--- src/pbc_pkg.sv ---
package pbc_pkg;

   // Register map: the basic control register is the only one this block decodes; reads of other addresses are answered with zero.
   localparam logic [4:0] PBC_ADDR_BASIC_CONTROL = 5'h00;

   // Field positions inside the basic control register.
   localparam int PBC_BIT_SOFT_RESET = 15;
   localparam int PBC_BIT_LOOPBACK = 14;
   localparam int PBC_BIT_SPEED_100 = 13;
   localparam int PBC_BIT_AN_ENABLE = 12;
   localparam int PBC_BIT_POWER_DOWN = 11;
   localparam int PBC_BIT_ISOLATE = 10;
   localparam int PBC_BIT_AN_RESTART = 9;
   localparam int PBC_BIT_FULL_DUPLEX = 8;
   localparam int PBC_BIT_COLL_TEST = 7;
   localparam int PBC_RSVD_MSB = 6;

   // Reset values of the individual fields.
   localparam logic PBC_RST_LOOPBACK = 1'b0;
   localparam logic PBC_RST_SPEED_100 = 1'b1;
   localparam logic PBC_RST_AN_ENABLE = 1'b1;
   localparam logic PBC_RST_POWER_DOWN = 1'b0;
   localparam logic PBC_RST_ISOLATE = 1'b0;
   localparam logic PBC_RST_AN_RESTART = 1'b0;
   localparam logic PBC_RST_FULL_DUPLEX = 1'b1;
   localparam logic PBC_RST_COLL_TEST = 1'b0;
   localparam logic [15:0] PBC_RST_DATA_ZERO = 16'h0000;
   localparam logic [6:0] PBC_RSVD_ZERO = 7'h00;

   // Clock period and the timing figures derived from it.
   localparam int PBC_CLK_PERIOD_NS = 100;
   localparam int PBC_SRST_TIME_NS = 1000;
   localparam int PBC_SRST_CYCLES =
      (PBC_SRST_TIME_NS + PBC_CLK_PERIOD_NS - 1) / PBC_CLK_PERIOD_NS;
   localparam int PBC_DEAD_TIME_MS = 720;
   localparam int PBC_DEAD_CYCLES = PBC_DEAD_TIME_MS * (1000000 / PBC_CLK_PERIOD_NS);
   localparam int PBC_SRST_CW = 4;

   // Phases of the software reset process.
   typedef enum logic {
      PBC_ST_RUN,
      PBC_ST_SRST
   } pbc_state_e;

endpackage : pbc_pkg

--- src/pbc_dead_timer.sv ---
`timescale 1ns/1ps

module pbc_dead_timer
   import pbc_pkg::*;
#(
   parameter int DEAD_CYCLES = PBC_DEAD_CYCLES
) (
   // Clock and reset.
   input wire logic sys_clk,
   input wire logic rst_n,
   // Control.
   input wire logic start,
   input wire logic clear,
   // Status.
   output logic blocked
);

   localparam int CW = $clog2(DEAD_CYCLES + 1);
   localparam logic [CW-1:0] LOAD = CW'(DEAD_CYCLES);
   localparam logic [CW-1:0] ONE = CW'(1);

   logic [CW-1:0] count;
   logic [CW-1:0] next_count;
   logic next_blocked;

   // Counts the receive dead interval; a new start reloads the full interval.
   always_comb begin
      next_count = count;
      next_blocked = blocked;
      if (clear) begin
         next_count = '0;
         next_blocked = 1'b0;
      end else if (start) begin
         next_count = LOAD;
         next_blocked = 1'b1;
      end else if (blocked) begin
         next_count = count - ONE;
         next_blocked = (count != ONE);
      end
   end

   // Registers of the timer.
   always_ff @(posedge sys_clk) begin
      if (!rst_n) begin
         count <= '0;
         blocked <= 1'b0;
      end else begin
         count <= next_count;
         blocked <= next_blocked;
      end
   end
endmodule : pbc_dead_timer

--- src/pbc_basic_control.sv ---
`timescale 1ns/1ps

module pbc_basic_control
   import pbc_pkg::*;
#(
   parameter int DEAD_CYCLES = PBC_DEAD_CYCLES
) (
   // Clock and reset.
   input wire logic sys_clk,
   input wire logic rst_n,
   // Management register access.
   input wire logic mg_wr,
   input wire logic mg_rd,
   input wire logic [4:0] mg_addr,
   input wire logic [15:0] mg_wdata,
   output logic [15:0] mg_rdata,
   output logic mg_rvalid,
   // Auto-negotiation state machine.
   input wire logic an_speed_100,
   input wire logic an_full_duplex,
   input wire logic an_started,
   output logic an_enable,
   output logic an_restart,
   // PHY datapath controls.
   input wire logic tx_active,
   output logic loopback,
   output logic speed_100,
   output logic full_duplex,
   output logic power_down,
   output logic isolate,
   output logic collision,
   output logic rx_blocked,
   output logic regs_reset
);

   localparam logic [PBC_SRST_CW-1:0] SRST_LOAD = PBC_SRST_CW'(PBC_SRST_CYCLES);
   localparam logic [PBC_SRST_CW-1:0] SRST_ONE = PBC_SRST_CW'(1);

   // Chooses the negotiated value while negotiation is on, else the written one.
   function automatic logic pbc_pick(input logic an_on, input logic negotiated,
                                     input logic written);
      pbc_pick = an_on ? negotiated : written;
   endfunction : pbc_pick

   // Control state.
   pbc_state_e state;
   pbc_state_e next_state;
   logic [PBC_SRST_CW-1:0] srst_cnt;
   logic [PBC_SRST_CW-1:0] next_srst_cnt;
   logic speed_sel;
   logic next_speed_sel;
   logic dup_sel;
   logic next_dup_sel;
   logic coll_test;
   logic next_coll_test;
   logic next_loopback;
   logic next_an_enable;
   logic next_power_down;
   logic next_isolate;
   logic next_an_restart;
   logic next_regs_reset;

   // Read path and derived outputs.
   logic [15:0] next_mg_rdata;
   logic next_mg_rvalid;
   logic next_speed_100;
   logic next_full_duplex;
   logic next_collision;
   logic ctl_hit;
   logic wr_hit;
   logic dead_start;
   logic [15:0] read_word;

   assign ctl_hit = (mg_addr == PBC_ADDR_BASIC_CONTROL);
   assign wr_hit = mg_wr && ctl_hit && (state == PBC_ST_RUN);

   // Next values of the control fields and the software reset sequencer.
   always_comb begin
      next_state = state;
      next_srst_cnt = srst_cnt;
      next_loopback = loopback;
      next_speed_sel = speed_sel;
      next_an_enable = an_enable;
      next_power_down = power_down;
      next_isolate = isolate;
      next_an_restart = an_restart;
      next_dup_sel = dup_sel;
      next_coll_test = coll_test;
      // The device acknowledges a pending restart once negotiation is under way.
      if (an_restart && an_started) begin
         next_an_restart = 1'b0;
      end
      if (state == PBC_ST_SRST) begin
         // Fields sit at defaults for the whole reset; writes are ignored meanwhile.
         next_srst_cnt = srst_cnt - SRST_ONE;
         if (srst_cnt == SRST_ONE) begin
            next_state = PBC_ST_RUN;
         end
      end else if (wr_hit && mg_wdata[PBC_BIT_SOFT_RESET]) begin
         next_state = PBC_ST_SRST;
         next_srst_cnt = SRST_LOAD;
         next_loopback = PBC_RST_LOOPBACK;
         next_speed_sel = PBC_RST_SPEED_100;
         next_an_enable = PBC_RST_AN_ENABLE;
         next_power_down = PBC_RST_POWER_DOWN;
         next_isolate = PBC_RST_ISOLATE;
         next_an_restart = PBC_RST_AN_RESTART;
         next_dup_sel = PBC_RST_FULL_DUPLEX;
         next_coll_test = PBC_RST_COLL_TEST;
      end else if (wr_hit) begin
         next_loopback = mg_wdata[PBC_BIT_LOOPBACK];
         next_speed_sel = mg_wdata[PBC_BIT_SPEED_100];
         next_an_enable = mg_wdata[PBC_BIT_AN_ENABLE];
         next_power_down = mg_wdata[PBC_BIT_POWER_DOWN];
         next_isolate = mg_wdata[PBC_BIT_ISOLATE];
         next_dup_sel = mg_wdata[PBC_BIT_FULL_DUPLEX];
         next_coll_test = mg_wdata[PBC_BIT_COLL_TEST];
         // A restart request only counts with negotiation on; a written zero only
         // withdraws the request and never stops a negotiation already running.
         next_an_restart = mg_wdata[PBC_BIT_AN_RESTART]
                           && mg_wdata[PBC_BIT_AN_ENABLE];
      end
   end

   // Registers of the control fields.
   always_ff @(posedge sys_clk) begin
      if (!rst_n) begin
         state <= PBC_ST_RUN;
         srst_cnt <= '0;
         loopback <= PBC_RST_LOOPBACK;
         speed_sel <= PBC_RST_SPEED_100;
         an_enable <= PBC_RST_AN_ENABLE;
         power_down <= PBC_RST_POWER_DOWN;
         isolate <= PBC_RST_ISOLATE;
         an_restart <= PBC_RST_AN_RESTART;
         dup_sel <= PBC_RST_FULL_DUPLEX;
         coll_test <= PBC_RST_COLL_TEST;
      end else begin
         state <= next_state;
         srst_cnt <= next_srst_cnt;
         loopback <= next_loopback;
         speed_sel <= next_speed_sel;
         an_enable <= next_an_enable;
         power_down <= next_power_down;
         isolate <= next_isolate;
         an_restart <= next_an_restart;
         dup_sel <= next_dup_sel;
         coll_test <= next_coll_test;
      end
   end

   // Word seen by a read; speed and duplex follow negotiation while it is on.
   always_comb begin
      read_word = PBC_RST_DATA_ZERO;
      read_word[PBC_BIT_SOFT_RESET] = (state == PBC_ST_SRST);
      read_word[PBC_BIT_LOOPBACK] = loopback;
      read_word[PBC_BIT_SPEED_100] = pbc_pick(an_enable, an_speed_100, speed_sel);
      read_word[PBC_BIT_AN_ENABLE] = an_enable;
      read_word[PBC_BIT_POWER_DOWN] = power_down;
      read_word[PBC_BIT_ISOLATE] = isolate;
      read_word[PBC_BIT_AN_RESTART] = an_restart;
      read_word[PBC_BIT_FULL_DUPLEX] = pbc_pick(an_enable, an_full_duplex, dup_sel);
      read_word[PBC_BIT_COLL_TEST] = coll_test;
      read_word[PBC_RSVD_MSB:0] = PBC_RSVD_ZERO;
   end

   // Next values of the read port and the registered datapath controls.
   always_comb begin
      next_mg_rvalid = mg_rd;
      next_mg_rdata = mg_rdata;
      if (mg_rd) begin
         next_mg_rdata = ctl_hit ? read_word : PBC_RST_DATA_ZERO;
      end
      next_speed_100 = pbc_pick(next_an_enable, an_speed_100, next_speed_sel);
      next_full_duplex = pbc_pick(next_an_enable, an_full_duplex, next_dup_sel);
      next_collision = coll_test && tx_active;
      next_regs_reset = (next_state == PBC_ST_SRST);
   end

   // Registers of the read port and datapath controls.
   always_ff @(posedge sys_clk) begin
      if (!rst_n) begin
         mg_rdata <= PBC_RST_DATA_ZERO;
         mg_rvalid <= 1'b0;
         speed_100 <= PBC_RST_SPEED_100;
         full_duplex <= PBC_RST_FULL_DUPLEX;
         collision <= 1'b0;
         regs_reset <= 1'b0;
      end else begin
         mg_rdata <= next_mg_rdata;
         mg_rvalid <= next_mg_rvalid;
         speed_100 <= next_speed_100;
         full_duplex <= next_full_duplex;
         collision <= next_collision;
         regs_reset <= next_regs_reset;
      end
   end

   // Entering loopback at 100 Mbps can upset the descrambler, so receive waits.
   assign dead_start = next_loopback && !loopback && speed_100;

   pbc_dead_timer #(
      .DEAD_CYCLES(DEAD_CYCLES)
   ) pbc_dead_timer_inst (
      .sys_clk(sys_clk),
      .rst_n(rst_n),
      .start(dead_start),
      .clear(next_regs_reset),
      .blocked(rx_blocked)
   );
endmodule : pbc_basic_control

--- config.mk ---
export PLATFORM = sky130hd
export DESIGN_NAME = pbc_basic_control
export DESIGN_NICKNAME = d
export VERILOG_FILES = /design/src/pbc_pkg.sv /design/src/pbc_dead_timer.sv /design/src/pbc_basic_control.sv
export SDC_FILE = /design/constraint.sdc
export NUM_CORES = 1
export LEC_CHECK = 0
export BUFFER_PORTS_ARGS = -buffer_cell sky130_fd_sc_hd__buf_4
export CAP_MARGIN = 20
export CORE_MARGIN = 4
export CORE_UTILIZATION = 50
export DETAILED_ROUTE_END_ITERATION = 10
export PLACE_DENSITY = 0.77
export SETUP_SLACK_MARGIN = 0.1
export SKIP_LAST_GASP = 1
export SYNTH_ARGS = -nofsm -noshare
export SYNTH_HDL_FRONTEND = slang
export SYNTH_SLANG_ARGS = --single-unit
--- constraint.sdc ---
create_clock -name sys_clk -period 2.7 [get_ports sys_clk]
set_input_delay 0.27 -clock sys_clk [delete_from_list [all_inputs] [get_ports sys_clk]]
set_output_delay 0.27 -clock sys_clk [all_outputs]
set_load 0.01 [all_outputs]
==> flow_metrics.py, run 1 <==
metrics = {
    "critical_path": {
        "crit_type": "flop to flop",
        "critPathLaunchType": "flop",
        "reg2reg_depth": 4,
        "cp_cell_sequence": "or4b_1 -> nor2_1 -> nand4_1 -> a31oi_1",
        "max_stage_delay_ns": 0.55,
        "slowest_stage": "or4b_1",
        "endpoint_kind": "flop",
        "cp.required_ns": 2.92,
        "critical_path_peak_fanout": 12,
        "cp.arrival_ns": 2.42,
    },
    "routing": {
        "vias_per_cell": 5.678,
        "drt_iter0_markers": 101,
        "wl_per_cell_um": 14.42,
        "antenna_left": 0,
        "vias": 1902,
        "drcViolationCount": 0,
        "drt_wl_total_um": 4832,
        "drt-pass1-iter-count": 4,
    },
    "timing": {
        "fin_crit_sh_pct": 81.55,
        "finClkSkew_ns": 0.003766,
        "worst_slack_ns": 0.4983,
        "max_clock_freq_mhz": 454.2,
        "finalSetupTns_ns": 0,
        "max_slew.worst_pin.slew_ns": 0.6877,
        "relSlewSlack_pct": 53.98,
        "fin_crit_ns": 2.202,
        "hold_slack_ns": 0.2080,
        "setup_viol": 0,
        "rsz0062_at_grt": "no",
        "report.final.slew_viol_count": 0,
        "hold_violations": 0,
    },
    "global_route": {
        "track_usage_pct": 17.30,
        "grt_pass1_vias": 1718,
        "grt_overflow": 0,
        "grt_pass1_wl_um": 7569,
        "grt_max_degree": 15,
        "antenna_found_initial": 0,
    },
    "yosys": {
        "ys_seq_area_share_pct": 44.94,
        "synth_cell_types": 48,
        "yosys_warnings": 0,
        "syn_inst": 243,
        "synth_edf_count": 0,
        "ys_seq_elements": 50,
        "synthFlopType": "dfxtp_1",
        "netlist_area_mm2": 0.002227,
        "syn-mean-instance-area_um2": 9.165,
        "async_flop_share_pct": 0,
    },
    "pwr": {
        "power.density_mw_per_mm2": 483.7,
        "ir_worst_vdd_uv": 262.0,
        "power_w": 0.001275,
        "leakagePower_nw": 1.040,
    },
    "clocking": {
        "hold_buffers": 0,
        "cts_tree": "done",
        "cts_sinks": 50,
        "cts_max_level": 2,
        "post-cts-setup-buffers": 0,
        "numCtsBuffers": 5,
        "insertion_delay_ns": 0.30,
        "cts_resized": 0,
        "clock_path_buffers": 2,
        "clk_pin_slew_ns": 0.09,
        "root_buffer": "clkbuf_8",
    },
    "die": {
        "dieArea_mm2": 0.005586,
        "std_cell_rows": 24,
        "die_h_um": 74.74,
        "core-area_mm2": 0.004324,
        "start_util_pct": 51.50,
        "ios": 56,
        "die_w_um": 74.74,
    },
    "placed_design": {
        "portBuffers": 41,
        "dpl.hpwl_um": 3473,
        "finalWeightedCongestion": 0.7855,
        "dp_slack_ns": 0.5010,
    },
    "cells_and_area": {
        "multiInputGateArea_mm2": 0.001099,
        "area_growth_pct": 18.31,
        "largest_reg_flops": 23,
        "top_regs": "pbc_dead_timer_inst.count (23), mg_rdata (9), srst_cnt (4)",
        "fill_cells": 392,
        "drive_above_1_share_pct": 22.61,
        "layout_common_cells": "50 x dfxtp_1, 46 x buf_4, 22 x nor2_1, 18 x a21oi_1",
        "nets": 315,
        "largest-register": "pbc_dead_timer_inst.count",
        "antenna_cells": 0,
        "final_common_cell": "dfxtp_1",
        "seq_area_mm2": 0.001001,
    },
    "hold_path": {
        "holdCritPathClass": "primary input to flop",
        "holdPathStages": 2,
    },
    "run": {
        "cap_violations": 0,
    },
    "run_status": {
        "status": "finished clean",
    },
}
## metrics by stage
step	utilization, %	area [um^2]	cells
final	60.94	2635	335
after global routing	60.94	2635	335
after CTS	60.94	2635	335
after detailed placement	58.83	2544	327
after global placement	58.83	2544	327
after floorplan	-	2250	249
## metal layers
metal / vias up / track usage [%] / share of wire [%]
met5: - / 0 / 0
met4: 0 / 8.498 / 1.8
met3: 8 / 2.804 / 3.6
met2: 30 / 28.78 / 48
met1: 913 / 21.75 / 46
li1: 951 / - / -
## cells by family (layout without fill, tap and decap cells)
group           after synthesis  after routing  synth area share (%)
mux                           2              2                0.9550
simple gates                 85             85                 22.64
fa+ha+maj                     4              4                 2.247
other cells                   1              7                0.1684
xor+xnor                      9              9                 3.540
flops                        50             50                 44.94
buf+inv                      29             63                 6.741
compound gates               63             63                 18.76
## final timing paths
kind | startpoint | to | slack (ns)
worst max-delay path | regs_reset | pbc_dead_timer_inst.count[16] | 0.50
worst min-delay path | mg_rd | mg_rvalid | 0.21
worst max register to register | regs_reset | pbc_dead_timer_inst.count[16] | 0.50
worst min register to register | coll_test | coll_test | 0.46
## synthesized netlist by cell type (all sizes together), types with 2 or more instances
cell / instances / share of area (%)
xor2: 6 / 2.4
a21oi: 18 / 4.0
or4b: 2 / 0.90
nand2b: 2 / 0.56
nand4: 4 / 1.1
or2: 2 / 0.56
o21ai: 8 / 1.8
nor3: 5 / 1.1
nand3: 2 / 0.45
a31oi: 9 / 2.5
and3: 3 / 0.84
dfxtp: 50 / 45
a22o: 9 / 3.5
or4: 8 / 3.0
a211oi: 2 / 0.67
nor4: 3 / 0.84
inv: 8 / 1.3
nor2b: 3 / 0.84
ha: 4 / 2.2
a311oi: 2 / 0.79
a21o: 3 / 1.0
nand2: 9 / 1.5
buf: 14 / 4.2
or3: 8 / 2.6
o31ai: 6 / 2.0
o41ai: 2 / 0.79
nand3b: 5 / 1.7
xnor2: 3 / 1.2
clkbuf: 6 / 1.0
nor2: 22 / 3.7
nand4b: 3 / 1.2
o221ai: 2 / 0.79
## report_power, final
group / total (W) / internal (W) / leakage, nW / switching (W)
Clock: 0.000442 / 0.000207 / 0.0482 / 0.000234
Combinational: 0.0000851 / 0.0000401 / 0.588 / 0.0000449
Sequential: 0.000748 / 0.000743 / 0.404 / 0.00000494
Total: 0.00127 / 0.000990 / 1.04 / 0.000284
## final cells by class
class / count / area share [%]
Tap cell: 52 / 2.469
Clock inverter: 1 / 0.1899
Multi-Input combinational cell: 170 / 41.69
Clock buffer: 7 / 3.276
Timing Repair Buffer: 46 / 13.11
Sequential cell: 50 / 37.99
Inverter: 9 / 1.282
## worst max-delay path: cells and delay by family (launching register included)
kind             cells  cell delay (ns)
AND/OR/NAND/NOR      3             1.39
AO/OA/AOI/OAI        1             0.31
flip-flops           1             0.43
No activity file was read; power rests on OpenSTA's default activity.
==> run 2: changes to the inputs <==
CORE_UTILIZATION = 47   (was 50)
PLACE_DENSITY = 0.76   (was 0.77)
clock period = 1.95 ns   (was 2.7 ns; I/O delays follow)
==> run 2 against run 1 <==
  * Sequential share of layout area is 4.1 points lower
  * Clock-buffer cell count is 2 lower
  * Fmax increased by 13%
  * Setup slack worse by 0.49 ns
  * Power is 43% higher
  * Final area is 13% higher
  * Wire length up 8.0%
  * Largest power group unchanged
==> flow_metrics.py, run 2 (synthesis results as in run 1) <==
metrics = {
    "run_status": {
        "status": "finished clean",
    },
    "routing": {
        "drt-pass1-iter-count": 4,
        "vias_per_cell": 5.537,
        "wl_per_cell_um": 14.46,
        "drcViolationCount": 0,
        "drt_wl_total_um": 5219,
        "vias": 1999,
        "antenna_left": 0,
        "drt_iter0_markers": 64,
    },
    "hold_path": {
        "min_to": "mg_rvalid",
        "holdPathStages": 2,
        "holdCritPathClass": "primary input to flop",
        "min_from": "mg_rd",
    },
    "cells_and_area": {
        "multiInputGateArea_mm2": 0.001211,
        "largest-register": "pbc_dead_timer_inst.count",
        "layoutNonFillerInstCount": 361,
        "area_growth_pct": 33.71,
        "drive_above_1_share_pct": 35.60,
        "fill_cells": 370,
        "top_regs": "pbc_dead_timer_inst.count (23), mg_rdata (9), srst_cnt (4)",
        "final_common_cell": "buf_4",
        "antenna_cells": 0,
        "largest_reg_flops": 23,
        "layout_common_cells": "68 x buf_4, 44 x dfxtp_1, 22 x nor2_1, 15 x a21oi_1",
        "seq_area_mm2": 0.001008,
        "final_cell_area_mm2": 0.002978,
        "nets": 341,
    },
    "clocking": {
        "cts_max_level": 2,
        "root_buffer": "clkbuf_8",
        "cts_tree": "done",
        "hold_buffers": 0,
        "cts_sinks": 50,
        "numCtsBuffers": 5,
        "clk_pin_slew_ns": 0.10,
        "insertion_delay_ns": 0.31,
        "clock_path_buffers": 2,
    },
    "global_route": {
        "grt_max_degree": 19,
        "antenna_found_initial": 0,
        "track_usage_pct": 17.23,
        "grt_overflow": 0,
        "grt_pass1_wl_um": 8397,
        "grt_pass1_vias": 1840,
    },
    "critical_path": {
        "critPathLaunchType": "flop",
        "r2r_start": "pbc_dead_timer_inst.count[14]",
        "reg2reg_depth": 5,
        "crit_type": "flop to flop",
        "slowest_stage": "or4_4",
        "cp.arrival_ns": 2.18,
        "max_stage_delay_ns": 0.53,
        "cp_cell_sequence": "or4_4 -> or3_4 -> buf_6 -> or4_1 -> a31oi_1",
        "reg2reg_to": "pbc_dead_timer_inst.count[21]",
        "critical_path_peak_fanout": 6,
        "cp.required_ns": 2.19,
        "endpoint_kind": "flop",
        "path_buf_inv": 1,
        "reg2reg_setup_slack_ns": 0.007,
        "path_delay_family": "simple AND/OR/NAND/NOR gates",
    },
    "pwr": {
        "ir_worst_vdd_uv": 413.6,
        "power_w": 0.001818,
        "power.density_mw_per_mm2": 610.6,
        "leakagePower_nw": 1.202,
    },
    "placed_design": {
        "dpl.hpwl_um": 3590,
        "place_area_mm2": 0.002721,
        "finalWeightedCongestion": 0.7687,
        "dpl.cell_count": 346,
        "dp_slack_ns": -0.02224,
        "portBuffers": 41,
    },
    "timing": {
        "worst_slack_ns": 0.007196,
        "report.final.slew_viol_count": 0,
        "setup_viol": 0,
        "fin_crit_sh_pct": 99.63,
        "fin_crit_ns": 1.943,
        "rsz0062_at_grt": "yes",
        "finClkSkew_ns": 0.01231,
        "hold_slack_ns": 0.1103,
        "max_clock_freq_mhz": 514.7,
        "hold_violations": 0,
    },
    "run": {
        "cap_violations": 0,
    },
    "die": {
        "die_w_um": 76.84,
        "die_h_um": 76.84,
        "core-area_mm2": 0.004474,
        "dieArea_mm2": 0.005904,
        "ios": 56,
        "start_util_pct": 49.78,
        "std_cell_rows": 24,
    },
}
run 2: cell count changes in the layout (fill, tap and decap cells not counted), sizes merged:
cell | previous run | this run
buf | 46 | 72
clkbuf | 7 | 5
inv | 8 | 10
run 2: how the worst max path moves through the flow:
stage          depth (start not counted)  slack (ns)                     startpoint                            end
2_1_floorplan                          5        0.02  pbc_dead_timer_inst.count[12]  pbc_dead_timer_inst.count[18]
3_3_place_gp                           4       -0.01  pbc_dead_timer_inst.count[14]  pbc_dead_timer_inst.count[22]
3_5_place_dp                           5       -0.02  pbc_dead_timer_inst.count[14]  pbc_dead_timer_inst.count[22]
4_1_cts                                5       -0.04  pbc_dead_timer_inst.count[14]  pbc_dead_timer_inst.count[20]
5_1_grt                                5       -0.08  pbc_dead_timer_inst.count[14]  pbc_dead_timer_inst.count[21]
6_report                               5       0.007  pbc_dead_timer_inst.count[14]  pbc_dead_timer_inst.count[21]
run 2: timing repair:
item | in CTS | in global routing
setup endpoints to repair | 7 | 16
resized for setup | 7 | 16
pin swaps | 7 | 7
setup buffers | 3 | 4
run 2: cell type report:
type	instances	area share, %
Timing Repair Buffer	72	18.95
Multi-Input combinational cell	170	40.67
Tap cell	52	2.185
Clock inverter	3	0.8824
Inverter	9	1.134
Clock buffer	5	2.311
Sequential cell	50	33.87
run 2: stage by stage:
step                      utilization [%]  setup TNS (ns)
after floorplan                         -               0
after global placement              60.82        -0.01326
after detailed placement            60.82        -0.02224
after CTS                           64.18         -0.1003
after global routing                66.55         -0.2327
final                               66.55               0
run 2: metal layers:
metal | vias up | wire, um | track usage [%]
li1 | 1001 | - | -
met1 | 949 | 2386 | 21.77
met2 | 40 | 2499 | 28.40
met3 | 9 | 243 | 4.918
met4 | 0 | 89 | 5.254
met5 | - | 0 | 0
run 2: power breakdown:
group	leakage [nW]	internal [W]	switching, W
Sequential	0.407	0.00103	0.00000671
Clock	0.0491	0.000265	0.000377
Combinational	0.746	0.0000718	0.0000691
